### src/common/special_function_pkg.sv
// Purpose: constants for the special function register bank
// Assumes: 8-bit direct addresses 0x80..0xFF, one byte per register
// Notes: register index in the table equals its position in the packs
//
// Functional notes
// - Reads of unoccupied addresses may return anything; here they read zero.
// - Writes to unoccupied addresses change no register and no state.
// - Only the port 0, 1, 2 and timer control row bases allow single-bit access.
// - Power control at 0x87: baud doubles, voltage reset, irq, clocks, sleep.
// - Timer mode at 0x89: two nibbles of gate, select and two mode bits.
// - Function selects: port1 bits 7:4, port3 bits 7:6, port4 all bits.
// - Converter prescaler byte at 0x95, conversion result byte at 0x96.
// - Converter control: enable bit5, channel 3:2, start bit1, done bit0.
// - Both serial controls share one layout; buffers at 0x99 and 0x9B.
// - Pulse width control at 0xA1; duty bytes at 0xA2 and 0xA3.
package special_function_pkg;

    localparam int NUM_REGS = 26;
    localparam int IDX_W = 5;

    // Direct addresses; the Avalon word address carries the same value
    localparam logic [7:0] OFF_PORT0 = 8'h80;
    localparam logic [7:0] OFF_STACK = 8'h81;
    localparam logic [7:0] OFF_DPTR_LOW = 8'h82;
    localparam logic [7:0] OFF_DPTR_HIGH = 8'h83;
    localparam logic [7:0] OFF_POWER = 8'h87;
    localparam logic [7:0] OFF_TIMER_CTRL = 8'h88;
    localparam logic [7:0] OFF_TIMER_MODE = 8'h89;
    localparam logic [7:0] OFF_T0_LOW = 8'h8a;
    localparam logic [7:0] OFF_T1_LOW = 8'h8b;
    localparam logic [7:0] OFF_T0_HIGH = 8'h8c;
    localparam logic [7:0] OFF_T1_HIGH = 8'h8d;
    localparam logic [7:0] OFF_PORT1 = 8'h90;
    localparam logic [7:0] OFF_P1_SELECT = 8'h91;
    localparam logic [7:0] OFF_P3_SELECT = 8'h93;
    localparam logic [7:0] OFF_P4_SELECT = 8'h94;
    localparam logic [7:0] OFF_CONV_PRESCALE = 8'h95;
    localparam logic [7:0] OFF_CONV_RESULT = 8'h96;
    localparam logic [7:0] OFF_CONV_CTRL = 8'h97;
    localparam logic [7:0] OFF_SER1_CTRL = 8'h98;
    localparam logic [7:0] OFF_SER1_BUF = 8'h99;
    localparam logic [7:0] OFF_SER2_CTRL = 8'h9a;
    localparam logic [7:0] OFF_SER2_BUF = 8'h9b;
    localparam logic [7:0] OFF_PORT2 = 8'ha0;
    localparam logic [7:0] OFF_PWM_CTRL = 8'ha1;
    localparam logic [7:0] OFF_PWM_DUTY0 = 8'ha2;
    localparam logic [7:0] OFF_PWM_DUTY1 = 8'ha3;

    // Table order: entry 0 is the rightmost element
    localparam logic [NUM_REGS-1:0][7:0] REG_OFFSETS = {
        OFF_PWM_DUTY1, OFF_PWM_DUTY0, OFF_PWM_CTRL, OFF_PORT2,
        OFF_SER2_BUF, OFF_SER2_CTRL, OFF_SER1_BUF, OFF_SER1_CTRL,
        OFF_CONV_CTRL, OFF_CONV_RESULT, OFF_CONV_PRESCALE, OFF_P4_SELECT,
        OFF_P3_SELECT, OFF_P1_SELECT, OFF_PORT1, OFF_T1_HIGH,
        OFF_T0_HIGH, OFF_T1_LOW, OFF_T0_LOW, OFF_TIMER_MODE,
        OFF_TIMER_CTRL, OFF_POWER, OFF_DPTR_HIGH, OFF_DPTR_LOW,
        OFF_STACK, OFF_PORT0};

    // Indices into the table
    localparam int IDX_PORT0 = 0;
    localparam int IDX_STACK = 1;
    localparam int IDX_DPTR_LOW = 2;
    localparam int IDX_DPTR_HIGH = 3;
    localparam int IDX_POWER = 4;
    localparam int IDX_TIMER_CTRL = 5;
    localparam int IDX_TIMER_MODE = 6;
    localparam int IDX_PORT1 = 11;
    localparam int IDX_P1_SELECT = 12;
    localparam int IDX_P3_SELECT = 13;
    localparam int IDX_P4_SELECT = 14;
    localparam int IDX_CONV_PRESCALE = 15;
    localparam int IDX_CONV_RESULT = 16;
    localparam int IDX_CONV_CTRL = 17;
    localparam int IDX_SER1_CTRL = 18;
    localparam int IDX_SER1_BUF = 19;
    localparam int IDX_SER2_CTRL = 20;
    localparam int IDX_SER2_BUF = 21;
    localparam int IDX_PORT2 = 22;
    localparam int IDX_PWM_CTRL = 23;
    localparam int IDX_PWM_DUTY0 = 24;
    localparam int IDX_PWM_DUTY1 = 25;

    // Reset values
    localparam logic [7:0] PORT_RESET = 8'hff;
    localparam logic [7:0] STACK_RESET = 8'h07;
    localparam logic [7:0] OTHER_RESET = 8'h00;

    // Field positions
    localparam int TC_T1_OVF = 7;
    localparam int TC_T0_OVF = 5;
    localparam int TC_EXT1_FLAG = 3;
    localparam int TC_EXT0_FLAG = 1;
    localparam int CC_DONE = 0;
    localparam int SC_TX_DONE = 1;
    localparam int SC_RX_DONE = 0;
    localparam int SC_NINTH_RX = 2;

    // Row bases that allow single-bit access, upper five address bits
    localparam logic [4:0] ROW_PORT0 = 5'h10;
    localparam logic [4:0] ROW_TIMER_CTRL = 5'h11;
    localparam logic [4:0] ROW_PORT1 = 5'h12;
    localparam logic [4:0] ROW_PORT2 = 5'h14;

    // Avalon word address bit that selects the single-bit window
    localparam int BIT_SPACE_POS = 8;

endpackage

### src/hw/mcu_special_function_register_bank.sv
// Purpose: special function register bank at direct addresses 0x80..0xA3
// Assumes: Avalon-MM slave, word addressed, one register per 32-bit word
// Notes: address bit 8 selects a single-bit window over the row bases
//
// Our own choice: the Avalon-MM slave port.
`timescale 1ns/1ps
`default_nettype none

module mcu_special_function_register_bank (
    input wire logic mclk,                   // 25 MHz system clock
    input wire logic rst_n,                  // Synchronous reset, active low
    input wire logic [8:0] avs_address,      // Word address, see notes
    input wire logic avs_read,               // Read request
    input wire logic avs_write,              // Write request
    input wire logic [3:0] avs_byteenable,   // Only lane 0 carries data
    input wire logic [31:0] avs_writedata,   // Write data, low byte used
    output logic [31:0] avs_readdata,        // Registered read data
    output logic avs_waitrequest,            // Stall for read fetch
    input wire logic timer0Overflow,         // Pulse from timer 0
    input wire logic timer1Overflow,         // Pulse from timer 1
    input wire logic extInt0Event,           // Pulse from edge detector 0
    input wire logic extInt1Event,           // Pulse from edge detector 1
    input wire logic convDone,               // Conversion finished pulse
    input wire logic [7:0] convResult,       // Result with convDone
    input wire logic serial1TxDone,          // First port sent a byte
    input wire logic serial1RxDone,          // First port got a byte
    input wire logic [8:0] serial1RxData,    // Ninth bit and byte
    input wire logic serial2TxDone,          // Second port sent a byte
    input wire logic serial2RxDone,          // Second port got a byte
    input wire logic [8:0] serial2RxData,    // Ninth bit and byte
    output logic [7:0] port0Latch,           // Port 0 output latch
    output logic [7:0] port1Latch,           // Port 1 output latch
    output logic [7:0] port2Latch,           // Port 2 output latch
    output logic [7:0] stackPointer,         // Stack pointer to the core
    output logic [15:0] dataPointer,         // Data pointer to the core
    output logic [7:0] powerControl,         // Power and clock bits
    output logic [7:0] timerControl,         // Timer run and flag bits
    output logic [7:0] timerMode,            // Timer modes
    output logic [3:0] port1FunctionSelect,  // Port 1 pins 7:4
    output logic [1:0] port3FunctionSelect,  // Port 3 pins 7:6
    output logic [7:0] port4FunctionSelect,  // Port 4 pins
    output logic [7:0] converterPrescaler,   // Converter clock divide
    output logic [7:0] converterControl,     // Enable, channel, start
    output logic [7:0] serial1Control,       // First port control
    output logic [7:0] serial1TxData,        // First port buffer
    output logic [7:0] serial2Control,       // Second port control
    output logic [7:0] serial2TxData,        // Second port buffer
    output logic [7:0] pulseWidthControl,    // Load, polarity, enable
    output logic [7:0] pulseWidthDuty0,      // Duty of output 0
    output logic [7:0] pulseWidthDuty1       // Duty of output 1
);

    localparam int NR = special_function_pkg::NUM_REGS;
    localparam int IW = special_function_pkg::IDX_W;

    typedef struct packed {
        logic [NR-1:0][7:0] regs;
        logic rdValid;
        logic [7:0] rdData;
    } state_t;

    state_t q;
    state_t d;
    state_t resetState;

    logic directHit;
    logic [IW-1:0] directIdx;
    logic bitHit;
    logic [IW-1:0] rowIdx;
    logic bitRowOk;
    logic [7:0] directAddr;
    logic [7:0] rowAddr;
    logic inBitSpace;
    logic wrStrobe;

    // Linear search of the offset table; small enough to stay flat
    function automatic logic [IW:0] findReg(input logic [7:0] addr);
        logic [IW:0] res;
        res = '0;
        for (int i = 0; i < NR; i++) begin
            if (special_function_pkg::REG_OFFSETS[i] == addr) begin
                res = {1'b1, IW'(i)};
            end
        end
        return res;
    endfunction

    // Reset image, ports high and stack pointer at seven
    always_comb begin
        resetState = '0;
        for (int i = 0; i < NR; i++) begin
            resetState.regs[i] = special_function_pkg::OTHER_RESET;
        end
        resetState.regs[special_function_pkg::IDX_PORT0] =
            special_function_pkg::PORT_RESET;
        resetState.regs[special_function_pkg::IDX_PORT1] =
            special_function_pkg::PORT_RESET;
        resetState.regs[special_function_pkg::IDX_PORT2] =
            special_function_pkg::PORT_RESET;
        resetState.regs[special_function_pkg::IDX_STACK] =
            special_function_pkg::STACK_RESET;
    end

    // Address decode for byte and single-bit windows
    always_comb begin
        inBitSpace = avs_address[special_function_pkg::BIT_SPACE_POS];
        directAddr = avs_address[7:0];
        rowAddr = {avs_address[7:3], 3'b000};
        {directHit, directIdx} = findReg(directAddr);
        {bitHit, rowIdx} = findReg(rowAddr);
        if (avs_address[7:3] == special_function_pkg::ROW_PORT0) begin
            bitRowOk = 1'b1;
        end else if (avs_address[7:3] ==
                     special_function_pkg::ROW_TIMER_CTRL) begin
            bitRowOk = 1'b1;
        end else if (avs_address[7:3] == special_function_pkg::ROW_PORT1) begin
            bitRowOk = 1'b1;
        end else if (avs_address[7:3] == special_function_pkg::ROW_PORT2) begin
            bitRowOk = 1'b1;
        end else begin
            bitRowOk = 1'b0;
        end
        wrStrobe = avs_write && avs_byteenable[0];
    end

    // Next state: bus read, bus write, then hardware events on top
    always_comb begin
        d = q;
        d.rdValid = 1'b0;
        // One wait cycle per read so read data comes from a flop
        if (avs_read && !q.rdValid) begin
            d.rdValid = 1'b1;
            if (!inBitSpace && directHit) begin
                d.rdData = q.regs[directIdx];
            end else if (inBitSpace && bitHit && bitRowOk) begin
                d.rdData = {7'h00, q.regs[rowIdx][avs_address[2:0]]};
            end else begin
                d.rdData = 8'h00;
            end
        end
        // Unmapped writes fall through and touch nothing
        if (wrStrobe && !inBitSpace && directHit) begin
            d.regs[directIdx] = avs_writedata[7:0];
        end else if (wrStrobe && inBitSpace && bitHit && bitRowOk) begin
            d.regs[rowIdx][avs_address[2:0]] = avs_writedata[0];
        end
        // Hardware sets win over a clearing write in the same cycle
        if (timer1Overflow) begin
            d.regs[special_function_pkg::IDX_TIMER_CTRL]
                [special_function_pkg::TC_T1_OVF] = 1'b1;
        end
        if (timer0Overflow) begin
            d.regs[special_function_pkg::IDX_TIMER_CTRL]
                [special_function_pkg::TC_T0_OVF] = 1'b1;
        end
        if (extInt1Event) begin
            d.regs[special_function_pkg::IDX_TIMER_CTRL]
                [special_function_pkg::TC_EXT1_FLAG] = 1'b1;
        end
        if (extInt0Event) begin
            d.regs[special_function_pkg::IDX_TIMER_CTRL]
                [special_function_pkg::TC_EXT0_FLAG] = 1'b1;
        end
        if (convDone) begin
            d.regs[special_function_pkg::IDX_CONV_RESULT] = convResult;
            d.regs[special_function_pkg::IDX_CONV_CTRL]
                [special_function_pkg::CC_DONE] = 1'b1;
        end
        if (serial1TxDone) begin
            d.regs[special_function_pkg::IDX_SER1_CTRL]
                [special_function_pkg::SC_TX_DONE] = 1'b1;
        end
        if (serial1RxDone) begin
            d.regs[special_function_pkg::IDX_SER1_BUF] =
                serial1RxData[7:0];
            d.regs[special_function_pkg::IDX_SER1_CTRL]
                [special_function_pkg::SC_NINTH_RX] = serial1RxData[8];
            d.regs[special_function_pkg::IDX_SER1_CTRL]
                [special_function_pkg::SC_RX_DONE] = 1'b1;
        end
        if (serial2TxDone) begin
            d.regs[special_function_pkg::IDX_SER2_CTRL]
                [special_function_pkg::SC_TX_DONE] = 1'b1;
        end
        if (serial2RxDone) begin
            d.regs[special_function_pkg::IDX_SER2_BUF] =
                serial2RxData[7:0];
            d.regs[special_function_pkg::IDX_SER2_CTRL]
                [special_function_pkg::SC_NINTH_RX] = serial2RxData[8];
            d.regs[special_function_pkg::IDX_SER2_CTRL]
                [special_function_pkg::SC_RX_DONE] = 1'b1;
        end
    end

    // State register with synchronous reset
    always_ff @(posedge mclk) begin
        if (!rst_n) begin
            q <= resetState;
        end else begin
            q <= d;
        end
    end

    // Bus answers; waitrequest only holds off the first read cycle
    assign avs_waitrequest = avs_read && !q.rdValid;
    assign avs_readdata = {24'h000000, q.rdData};

    // Register images to the peripherals
    assign port0Latch = q.regs[special_function_pkg::IDX_PORT0];
    assign port1Latch = q.regs[special_function_pkg::IDX_PORT1];
    assign port2Latch = q.regs[special_function_pkg::IDX_PORT2];
    assign stackPointer = q.regs[special_function_pkg::IDX_STACK];
    assign dataPointer = {q.regs[special_function_pkg::IDX_DPTR_HIGH],
                          q.regs[special_function_pkg::IDX_DPTR_LOW]};
    assign powerControl = q.regs[special_function_pkg::IDX_POWER];
    assign timerControl = q.regs[special_function_pkg::IDX_TIMER_CTRL];
    assign timerMode = q.regs[special_function_pkg::IDX_TIMER_MODE];
    // Unused select bits are stored but have no pins behind them
    assign port1FunctionSelect =
        q.regs[special_function_pkg::IDX_P1_SELECT][7:4];
    assign port3FunctionSelect =
        q.regs[special_function_pkg::IDX_P3_SELECT][7:6];
    assign port4FunctionSelect =
        q.regs[special_function_pkg::IDX_P4_SELECT];
    assign converterPrescaler =
        q.regs[special_function_pkg::IDX_CONV_PRESCALE];
    assign converterControl =
        q.regs[special_function_pkg::IDX_CONV_CTRL];
    assign serial1Control = q.regs[special_function_pkg::IDX_SER1_CTRL];
    assign serial1TxData = q.regs[special_function_pkg::IDX_SER1_BUF];
    assign serial2Control = q.regs[special_function_pkg::IDX_SER2_CTRL];
    assign serial2TxData = q.regs[special_function_pkg::IDX_SER2_BUF];
    assign pulseWidthControl =
        q.regs[special_function_pkg::IDX_PWM_CTRL];
    assign pulseWidthDuty0 = q.regs[special_function_pkg::IDX_PWM_DUTY0];
    assign pulseWidthDuty1 = q.regs[special_function_pkg::IDX_PWM_DUTY1];

    logic noEvents;
    assign noEvents = !(timer0Overflow || timer1Overflow || extInt0Event ||
                        extInt1Event || convDone || serial1TxDone ||
                        serial1RxDone || serial2TxDone || serial2RxDone);
endmodule

`default_nettype wire

### config.mk
export PLATFORM = sky130hd
export DESIGN_NAME = mcu_special_function_register_bank
export DESIGN_NICKNAME = d
export VERILOG_FILES = /design/src/common/special_function_pkg.sv /design/src/hw/mcu_special_function_register_bank.sv
export SDC_FILE = /design/constraint.sdc
export NUM_CORES = 1
export LEC_CHECK = 0
export ABC_AREA = 0
export ABC_CLOCK_PERIOD_IN_PS = 6650
export BUFFER_PORTS_ARGS = -buffer_cell sky130_fd_sc_hd__buf_2
export CAP_MARGIN = 15
export CORE_MARGIN = 4
export CORE_UTILIZATION = 25
export DETAILED_ROUTE_END_ITERATION = 12
export PLACE_DENSITY = 0.45
export SLEW_MARGIN = 0
export SYNTH_ARGS = -nofsm -noshare
export SYNTH_HDL_FRONTEND = slang
export SYNTH_SLANG_ARGS = --single-unit
### constraint.sdc
create_clock -name mclk -period 6.65 [get_ports mclk]
set_clock_uncertainty 0.1 [all_clocks]
set_input_delay 0.3325 -clock mclk [delete_from_list [all_inputs] [get_ports mclk]]
set_output_delay 0.3325 -clock mclk [all_outputs]
set_load 0.01 [all_outputs]
=== Yosys cells after proc, flatten, opt, wreduce, memory -nomap -nowiden ===
Index checks and enable logic that the tools add are counted.

* Output and inout port bits: 191
* Bits of input ports: 84
* Word-level logic and storage cells: 170
* Flip-flop bits (word level): 217

* Equal/unequal tests: 35
* Reductions and logical operators: 25
* Muxes and demuxes: 67
* Magnitude comparators: 6

{| class="wikitable"
|+ Operators with widths
! operator !! count
|-
| $bwmux W208 || 2
|-
| $mux W208 || 2
|-
| $eq A8 B8 Y1 const A || 26
|-
| $mux W6 || 31
|-
| $bmux W8 S5 || 2
|-
| $demux W8 S5 || 2
|-
| $mux W8 || 7
|-
| $reduce_bool A3 Y1 || 9
|-
| $eq A5 B5 Y1 const A || 5
|-
| $eq A5 B5 Y1 const B || 4
|-
| $mux W9 || 2
|-
| $mux W1 || 17
|-
| $logic_and A1 B1 Y1 || 13
|-
| $lt A5 B6 Y1 const B || 2
|-
| $ge A5 B1 Y1 const B || 2
|-
| $lt A3 B4 Y1 const B || 1
|-
| $bmux W1 S3 || 1
|-
| $demux W1 S3 || 1
|-
| $ge A3 B1 Y1 const B || 1
|-
| $logic_not A1 Y1 || 2
|-
| $reduce_bool A2 Y1 || 1
|}

=== Longest topological paths before layout ===
Gate-level depths: netlist of run 1.

* Depth after elaboration: 34
* Mapped depth: 12
* Depth with buffers taken out: 8

=== Worst setup path before layout of run 1 ===
Ideal clock, no wire load.

* Path kind: input to register
* From: in avs_address[5]
* To: reg q, in the netlist serial1Control[1]
* Setup slack: 3,762 ps
* Library setup time: 115 ps
* Data required time: 6,435 ps
* Path buffers: 3
* Stages: 11
* Arrival time: 2,673 ps
* Path through: buf_6 -> nand4bb_1 -> buf_2 -> or4_4 -> nand2_1 -> o41a_1 -> buf_2 -> nand2_2 -> nor2_2 -> mux2_2 -> o21a_1

* Longest elaborated chain between the ends: 33
* Elaborated cells between the ends (all ways): 89
* Classes of those cells: order compare (4); eq/ne (35); mux (44); reduce/logical (6)

{| class="wikitable"
|+ RTL lines
! element !! line !! text
|-
| start: declaration || mcu_special_function_register_bank.sv:12 || <nowiki>input wire logic [8:0] avs_address,</nowiki>
|-
| $eq A8 B8 Y1 || mcu_special_function_register_bank.sv:81 || <nowiki>if (special_function_pkg::REG_OFFSETS[i] == addr) begin</nowiki>
|-
| $mux W6 (25 in series) || mcu_special_function_register_bank.sv:81 ||
|-
| $lt A5 B6 Y1 (not written as such) or $ge A5 B1 Y1 (tied branches) || mcu_special_function_register_bank.sv:143 || <nowiki>d.regs[directIdx] = avs_writedata[7:0];</nowiki>
|-
| $logic_and A1 B1 Y1 (not written as such) || mcu_special_function_register_bank.sv:143 ||
|-
| $mux W8 (not written as such) || mcu_special_function_register_bank.sv:143 ||
|-
| $demux W8 S5 || mcu_special_function_register_bank.sv:143 ||
|-
| $bwmux W208 || mcu_special_function_register_bank.sv:143 ||
|-
| $mux W208 || mcu_special_function_register_bank.sv:142 || <nowiki>if (wrStrobe && !inBitSpace && directHit) begin</nowiki>
|-
| $mux W1 || mcu_special_function_register_bank.sv:169 || <nowiki>if (serial1TxDone) begin</nowiki>
|-
| end signal: assignment || mcu_special_function_register_bank.sv:198 || <nowiki>q <= resetState;</nowiki>
|-
| end: declaration || mcu_special_function_register_bank.sv:62 || <nowiki>state_t q;</nowiki>
|}

Several ways; a longest one is shown, not always the timed one. The select of a mux whose other input is x is not followed.
A chain may end at the register's enable or synchronous reset.

=== Worst setup path after layout of run 1 ===
* From: in avs_address[2]
* To: reg q, in the netlist port4FunctionSelect[7]

* Longest elaborated chain between the ends: 32
* Elaborated cells between the ends (all ways): 70
* Classes of those cells: order compare (4); eq/ne (26); mux (36); reduce/logical (4)

{| class="wikitable"
|+ RTL lines
! element !! line
|-
| $eq A8 B8 Y1 || mcu_special_function_register_bank.sv:81
|-
| $mux W6 (25 in series) || mcu_special_function_register_bank.sv:81
|-
| $lt A5 B6 Y1 (not written as such) or $ge A5 B1 Y1 (tied branches) || mcu_special_function_register_bank.sv:143
|-
| $logic_and A1 B1 Y1 (not written as such) || mcu_special_function_register_bank.sv:143
|-
| $mux W8 (not written as such) || mcu_special_function_register_bank.sv:143
|-
| $demux W8 S5 || mcu_special_function_register_bank.sv:143
|-
| $bwmux W208 || mcu_special_function_register_bank.sv:143
|-
| $mux W208 || mcu_special_function_register_bank.sv:142
|}

Several ways; a longest one is shown, not always the timed one. The select of a mux whose other input is x is not followed.

==> flow_summary.json, run 1 <==
{
  "syn_inst": 1716,
  "htree_levels": 1,
  "design.core.area_um2": 51300,
  "cts_sinks": 217,
  "p_per_area_nw_per_um2": 219,
  "path_max_fanout": 34,
  "ant_nets": 0,
  "synth_top_family_by_area": "compound AO/OA/AOI/OAI gates",
  "fin_cells": 2430,
  "die_h_um": 236,
  "rsz0062_at_grt": "no",
  "synth_edf_count": 0,
  "clock_path_buffers": 3,
  "synth_top_cells_by_count": "310 x nand2_1, 217 x dfxtp_1, 192 x buf_4",
  "syn-cell-area_um2": 12900,
  "ys_types": 89,
  "rows": 83,
  "fin_crit_sh_pct": 65.4,
  "grt_pass1_wl_um": 95700,
  "endpoint_kind": "flop",
  "wl_per_cell_um": 27.8,
  "ctsResizeCount": 0,
  "hold_start": "convResult[1]",
  "synth_compound_area_share_pct": 24.8,
  "setup_viol": 0,
  "synthTopCellsByArea": "dfxtp_1 34%, buf_4 11%, nand2_1 9.0%, a21oi_1 5.5%, mux2i_1 3.7%",
  "num_antenna_cells": 0,
  "ys_seq_elements": 217,
  "nNetsFinal": 1817,
  "dp_hpwl_um": 48100,
  "clockPowerShare_pct": 47.6,
  "combPwrFrac_pct": 9.9,
  "clock-root-buffer": "clkbuf_16",
  "grt_pass1_vias": 12600,
  "num_vias": 13300,
  "maxSlewHeadroom_pct": 18.4,
  "hold_class": "input port to flop",
  "antenna_found_initial": 0,
  "die_area_um2": 55500,
  "synthAdderAreaFrac_pct": 0,
  "synth_top_area_share_pct": 33.6,
  "timing.rr.start": "port1Latch[2]",
  "synth.avg_cell_area_um2": 7.55,
  "drc": 0,
  "worst_ir_drop_vdd_mv": 0.111,
  "pre_cts_ws_ps": 1860,
  "max_clock_freq_mhz": 230,
  "ys_warn_count": 0,
  "cts_tree": "built",
  "reg2reg_depth": 7,
  "finalHoldViolations": 0,
  "synth_xor_area_share_pct": 0.135,
  "startpoint": "avs_address[2]",
  "ys_async_sr_fraction_pct": 0,
  "initial_core_util_pct": 25.2,
  "criticalPathCategory": "input port to flop",
  "synth_top_flop_cell": "dfxtp_1",
  "slew_viol_final": 0,
  "fin_ws_ps": 2300,
  "synth.largest_area_cell": "dfxtp_1",
  "outcome": "complete, no violations",
  "grt_max_degree": 99,
  "pwr-share-seq_pct": 42.5,
  "yosys.area_share.simple_pct": 22.0,
  "clk_latency_ps": 570,
  "whs_endpoint": "q[138]",
  "regMostFlops": "q",
  "start_kind": "input port",
  "io_buffers": 223,
  "viasPerCell": 5.47,
  "die_w_um": 236,
  "r2r_slack_ps": 4210,
  "seq_area_frac_synth_pct": 33.6,
  "min_period_ps": 4350,
  "drt_iter0_markers": 1354,
  "yosysMostFrequentCell": "nand2_1",
  "swShare_pct": 26.8,
  "largest_reg_flops": 51,
  "synthMuxAreaShare_pct": 3.88,
  "post-place-cells": 2358,
  "reg2reg_to": "avs_readdata[0]",
  "cts_inserted_buffers": 25,
  "io_pins": 275,
  "worst_pin_slew_ps": 1210,
  "drv_cap": 0,
  "drive_gt1_share_pct": 18.3,
  "grt_util_all_layers_pct": 23.0,
  "fin_setup_tns_ps": 0,
  "drt-total-wl_um": 67500,
  "crit_required_ps": 6950,
  "switchingPower_mw": 0.849,
  "p_int_mw": 2.32,
  "leakage_nw": 5.35,
  "overflow": 0,
  "hold_depth": 3,
  "gp_congestion": 0.943,
  "cp.arrival_ps": 4650,
  "drtPass1Iterations": 8,
  "area_growth_pct": 11.5,
  "clkTransAtPathRegs_ps": 60
}
-- power groups by stage --
stage / registers (mW) / clock network (mW) / logic, mW
detailed placement: 1.37 / 0 / 0.290
floorplan: 1.35 / 0 / 0.201
finish: 1.35 / 1.51 / 0.312
CTS: 1.34 / 1.52 / 0.304
global route: 1.34 / 1.57 / 0.330
global placement: 1.37 / 0 / 0.289
-- critical path, stage by stage --
cell,delay [ps]
buf_2,550
inv_1,490
and4_1,400
o31ai_1,460
nand2_1,620
nor2_1,1020
nand2_1,500
nand2_1,180
a21oi_1,70
-- final cells by class --
class	count	area, um2
repair buffers	277	1590
clock inverters	5	115
well taps	680	851
multi-input cells	1191	6690
fillers	5697	36900
clock buffers	39	768
flip-flops and latches	217	4340
inverters	21	78.8
-- cells in the final DEF, fill, tap and decap left out, types with 28 or more instances in the layout --
cell             n
nand2_1        310
buf_2          222
dfxtp_1        217
a21oi_1        142
nor2_1         123
o21ai_0         93
nand3_1         58
mux2i_1         48
a21boi_0        45
nor3_1          40
o22ai_1         31
dlygate4sd3_1   28
-- metrics by stage --
step                      instance area [um2]  util [%]  hold slack [ps]  power (mW)
after floorplan                         13000         -              326        1.56
after global placement                  13300      25.9              338        1.66
after detailed placement                13300      25.9              345        1.66
after CTS                               14400      28.1             4.74        3.17
after global routing                    14400      28.1             41.5        3.24
final                                   14400      28.1             12.1        3.17
-- cells by family after synthesis --
| family | Yosys count |
|---|---|
| muxes | 50 |
| other | 1 |
| buffers and inverters | 331 |
| xor gates and xnor gates | 2 |
| and+or+nand+nor | 620 |
| DFF | 217 |
| AOI/OAI and AO/OA | 495 |
-- routing by layer --
layer	track usage [%]	up-vias	part of all wire [%]
li1	-	5923	-
met1	29.8	6522	41
met2	37.9	699	47
met3	3.91	150	7.5
met4	9.68	0	4.7
met5	0	-	0
-- what timing repair did --
item / in CTS / in global routing
buffers inserted: 0 / 0
hold buffers: 28 / 0
hold endpoints to repair: 28 / 0
-- how the worst max path moves through the flow --
stage,cells past startpoint,slack [ps],to
floorplan,11,3760,serial1Control[1]
global placement,9,1900,port4FunctionSelect[7]
detailed placement,9,1860,avs_readdata[6]
CTS,9,2450,avs_readdata[6]
global route,9,1990,timerMode[5]
finish,9,2300,port4FunctionSelect[7]
Power figures use the tool's default switching activity.
==> run 2, diff against run 1 <==
Settings changed: ABC_CLOCK_PERIOD_IN_PS 6650 to 3900, PLACE_DENSITY 0.45 to 0.46.
Clock period 6.65 ns to 3.9 ns, I/O delays scaled along.
==> run 2 against run 1 <==
Net effect:
- via count is 2.4% higher
- global-route usage is 0.53 points higher
- first-iteration DRC count is 12% higher
- critical endpoint is now avs_readdata[1]
- worst hold slack better by 30 ps
==> flow_summary.json, run 2 (synthesis gave the netlist of run 1 again) <==
{
  "path_cells": "buf_2 > nor2b_1 > and4_1 > o31a_1 > nor4_4 > a221oi_1 > or4_1 > o31ai_2",
  "min_period_ps": 3060,
  "overflow": 0,
  "cts_inserted_buffers": 25,
  "reg2reg_to": "avs_readdata[0]",
  "crit_family": "simple AND/OR/NAND/NOR gates",
  "area_growth_pct": 15.7,
  "regMostFlops": "q",
  "design.core.area_um2": 51300,
  "gp_congestion": 0.979,
  "num_antenna_cells": 0,
  "viasPerCell": 5.45,
  "slowest_stage": "nor4_4",
  "ant_nets": 0,
  "max_clock_freq_mhz": 327,
  "antenna_found_initial": 0,
  "cts_hold_buf": 33,
  "cts_sinks": 217,
  "worst_ir_drop_vdd_mv": 0.248,
  "grt_pass1_vias": 12900,
  "rows": 83,
  "ctsResizeCount": 0,
  "drtPass1Iterations": 6,
  "reg2reg_depth": 7,
  "worst_pin_slew_ps": 1060,
  "grt_max_degree": 92,
  "num_vias": 13600,
  "final_common_cell": "nand2_1",
  "clkTransAtPathRegs_ps": 60,
  "grt_pass1_wl_um": 97500,
  "clock-root-buffer": "clkbuf_16",
  "leakage_nw": 5.68,
  "fin_total_pwr_mw": 5.32,
  "io_pins": 275,
  "die_area_um2": 55500,
  "outcome": "complete, no violations",
  "crit_required_ps": 4270,
  "die_h_um": 236,
  "htree_levels": 1,
  "cts_tree": "built",
  "largest_reg_flops": 51,
  "cts_setup_buffers": 0,
  "io_buffers": 223,
  "hold_class": "input port to flop",
  "drv_cap": 0,
  "fin_area_um2": 15000,
  "dp_hpwl_um": 51000,
  "timing.rr.start": "port1Latch[2]",
  "most-common-layout-cells": "310 x nand2_1, 222 x buf_2, 217 x dfxtp_1",
  "path_buf_inv": 1,
  "fin_setup_tns_ps": 0,
  "whs_endpoint": "q[8]",
  "path_max_fanout": 27,
  "wl_per_cell_um": 27.7,
  "maxSlewHeadroom_pct": 29.0,
  "fin_ws_ps": 838,
  "criticalPathCategory": "input port to flop",
  "slew_viol_final": 0,
  "clk_latency_ps": 550,
  "endpoint_kind": "flop",
  "hold_start": "avs_read",
  "grt_util_all_layers_pct": 23.5,
  "setup_viol": 0,
  "cp.arrival_ps": 3440,
  "die_w_um": 236,
  "initial_core_util_pct": 25.2,
  "clock_path_buffers": 3,
  "start_kind": "input port",
  "pre_cts_ws_ps": 413,
  "drt-total-wl_um": 69300,
  "drive_gt1_share_pct": 21.0,
  "hold_depth": 5,
  "place_area_um2": 13800,
  "rsz0062_at_grt": "no",
  "slowest_delay_ps": 810,
  "drc": 0,
  "nNetsFinal": 1888,
  "fin_crit_sh_pct": 78.5,
  "finalHoldViolations": 0,
  "r2r_slack_ps": 1640,
  "drt_iter0_markers": 1511,
  "p_per_area_nw_per_um2": 355
}
-- run 2: worst reg2reg max path, cell delays in order (launching register included) --
cell and delay [ps]:
dfxtp_1 470, nor2b_1 220, o32ai_1 260, o2111ai_1 180
and4_1 310, o211ai_1 160, o311ai_0 260, o2bb2ai_1 190
-- run 2: layer usage --
layer | vias up | track usage (%) | wire (um)
met5 | - | 0 | 0
met4 | 0 | 10.8 | 3900
met3 | 174 | 3.92 | 5050
met2 | 720 | 38.7 | 31900
met1 | 6642 | 30.2 | 28400
li1 | 6082 | - | -
-- run 2: worst max path at each step --
stage	from	cells past startpoint	endpoint
after floorplan	avs_address[5]	11	serial1Control[1]
after global placement	avs_address[3]	8	avs_readdata[1]
after detailed placement	avs_address[3]	8	avs_readdata[1]
after CTS	avs_address[3]	8	avs_readdata[1]
after global routing	avs_address[3]	8	avs_readdata[1]
final	avs_address[3]	8	avs_readdata[1]
-- run 2: layout make-up --
type	count	area, um2
Clock inverter	5	108
Clock buffer	39	728
Fill cell	5573	36300
Multi-Input combinational cell	1191	6690
Sequential cell	217	4340
Tap cell	680	851
Inverter	21	78.8
Timing Repair Buffer	348	2190
-- run 2: where the power goes --
part	switching (mW)	internal, mW	total, mW
combinational	0.384	0.181	0.565
sequential	0.0532	2.24	2.30
clock	0.986	1.48	2.46
total	1.42	3.90	5.32
-- run 2: through the flow --
step | cells | util (%) | hold WS, ps
floorplan | 1739 | - | 219
global placement | 2424 | 26.9 | 305
detailed placement | 2424 | 26.9 | 312
CTS | 2501 | 29.2 | 38.4
global route | 2501 | 29.2 | 91.4
finish | 2501 | 29.2 | 41.9
==> run 3, diff against run 2 <==
Settings changed: ABC_CLOCK_PERIOD_IN_PS 3900 to 2900, PLACE_DENSITY 0.46 to 0.45.
Clock period 3.9 ns to 2.9 ns, I/O delays scaled along.
==> run 3 against run 2 <==
Net effect:
- via count up 3.6%
- critical path depth up 3
- power up 38%
- clock power up 38%
- sequential share of layout area down 2.3 points
- clock-buffer cell count down 3
- sequential power up 34%
- largest cell class unchanged
- worst hold slack worse by 36 ps
- non-clock buffer count up 143
- sequential cell count unchanged
- highest routed layer is now met5
- die area unchanged
- combinational power up 53%
==> flow_summary.json, run 3 (synthesis gave the netlist of run 1 again) <==
{
  "slowest_delay_ps": 580,
  "clk_latency_ps": 560,
  "regMostFlops": "q",
  "worst_ir_drop_vdd_mv": 0.391,
  "maxSlewHeadroom_pct": 34.6,
  "utilization_pct": 31.7,
  "post-place-cells": 2542,
  "setup_viol": 0,
  "drtPass1Iterations": 6,
  "io_pins": 275,
  "dp_hpwl_um": 53500,
  "fin_crit_sh_pct": 96.4,
  "clkTransAtPathRegs_ps": 60,
  "start_kind": "input port",
  "area_growth_pct": 25.7,
  "criticalPathCategory": "input port to flop",
  "fin_setup_tns_ps": 0,
  "max_clock_freq_mhz": 358,
  "cts_tree": "built",
  "drive_gt1_share_pct": 26.1,
  "finalHoldViolations": 0,
  "cp.arrival_ps": 3140,
  "nNetsFinal": 2032,
  "drc": 0,
  "drv_cap": 0,
  "endpoint_kind": "flop",
  "slowest_stage": "dlygate4sd3_1",
  "overflow": 0,
  "grt_pass1_vias": 13300,
  "path_cells": "buf_2 > nor4b_4 > nand2_1 > o221a_1 > a211o_2 > buf_4 > nor3_4 > buf_12 > mux2i_1 > a21oi_1 > dlygate4sd3_1",
  "cts_inserted_buffers": 26,
  "viasPerCell": 5.33,
  "gp_congestion": 0.968,
  "die_area_um2": 55500,
  "cts_sinks": 217,
  "drt-total-wl_um": 71100,
  "slew_viol_final": 0,
  "clock-root-buffer": "clkbuf_16",
  "path_max_fanout": 13,
  "rsz0062_at_grt": "no",
  "grt_pass1_wl_um": 100000,
  "grt_util_all_layers_pct": 24.2,
  "antenna_found_initial": 2,
  "min_period_ps": 2800,
  "num_vias": 14100,
  "initial_core_util_pct": 25.2,
  "die_w_um": 236,
  "crit_required_ps": 3240,
  "htree_levels": 1,
  "outcome": "complete, no violations",
  "p_per_area_nw_per_um2": 452,
  "worst_pin_slew_ps": 981,
  "fin_total_pwr_mw": 7.35,
  "grt_max_degree": 97,
  "ant_nets": 0,
  "design.core.area_um2": 51300,
  "most-common-layout-cells": "310 x nand2_1, 222 x buf_2, 217 x dfxtp_1",
  "drt_iter0_markers": 1510,
  "hold_class": "input port to flop",
  "clock_path_buffers": 3,
  "largest_reg_flops": 51,
  "io_buffers": 223,
  "wl_per_cell_um": 26.9,
  "leakage_nw": 6.46,
  "final_common_cell": "nand2_1",
  "nFillCells": 5566,
  "fin_cells": 2646,
  "rows": 83,
  "die_h_um": 236
}
## run 3: area by class of cell
class                      count  area, um2  share of cell area (%)
tap                          680        851                    5.23
antenna                        1       2.50                  0.0154
clock buffer                  36        759                    4.67
inverter                      21       78.8                   0.485
timing repair buffer         491       3440                    21.1
clock inverter                 9        101                   0.623
sequential                   217       4340                    26.7
multi-input combinational   1191       6690                    41.1
## run 3: report_power, final
part / switching [mW] / internal [mW]
Combinational: 0.546 / 0.322
Clock: 1.40 / 1.99
Sequential: 0.0645 / 3.02
Total: 2.01 / 5.33
## run 3: final timing paths
| check | startpoint | end | slack (ps) | cells after the start |
|---|---|---|---|---|
| setup / recovery | avs_address[4] | serial2TxData[6] | 100 | 11 |
| hold / removal | avs_read | q[8] | 6 | 5 |
| setup reg to reg | serial2TxData[7] | avs_readdata[0] | 530 | 7 |
| hold reg to reg | q[79] | q[79] | 360 | 2 |
## run 3: what timing repair did
action                                 CTS  global route
resized for setup                        0             2
setup endpoints to repair                0             6
endpoints found under the hold margin   57             0
hold buffers                            54             0
buffers inserted                         0             4
## run 3: per-stage QoR
stage	cell area (um2)	worst slack [ps]	hold WS (ps)
2_1_floorplan	13000	200	169
3_3_place_gp	14800	-328	254
3_5_place_dp	14800	-348	262
4_1_cts	16200	137	12.3
5_1_grt	16300	6.33	67.8
6_report	16300	103	5.93
## run 3: worst max-delay path, delay by kind of cell
kind / cells / cell delay, ps
compound gates: 3 / 930
simple gates: 3 / 740
buf+inv: 4 / 1120
mux: 1 / 190
## run 3: per-layer routing
layer	vias up	wire [um]	GRT usage [%]
met2	722	32200	38.9
met1	6841	29800	31.7
met5	-	13	0
met4	2	3810	10.9
met3	192	5370	4.46
li1	6355	-	-
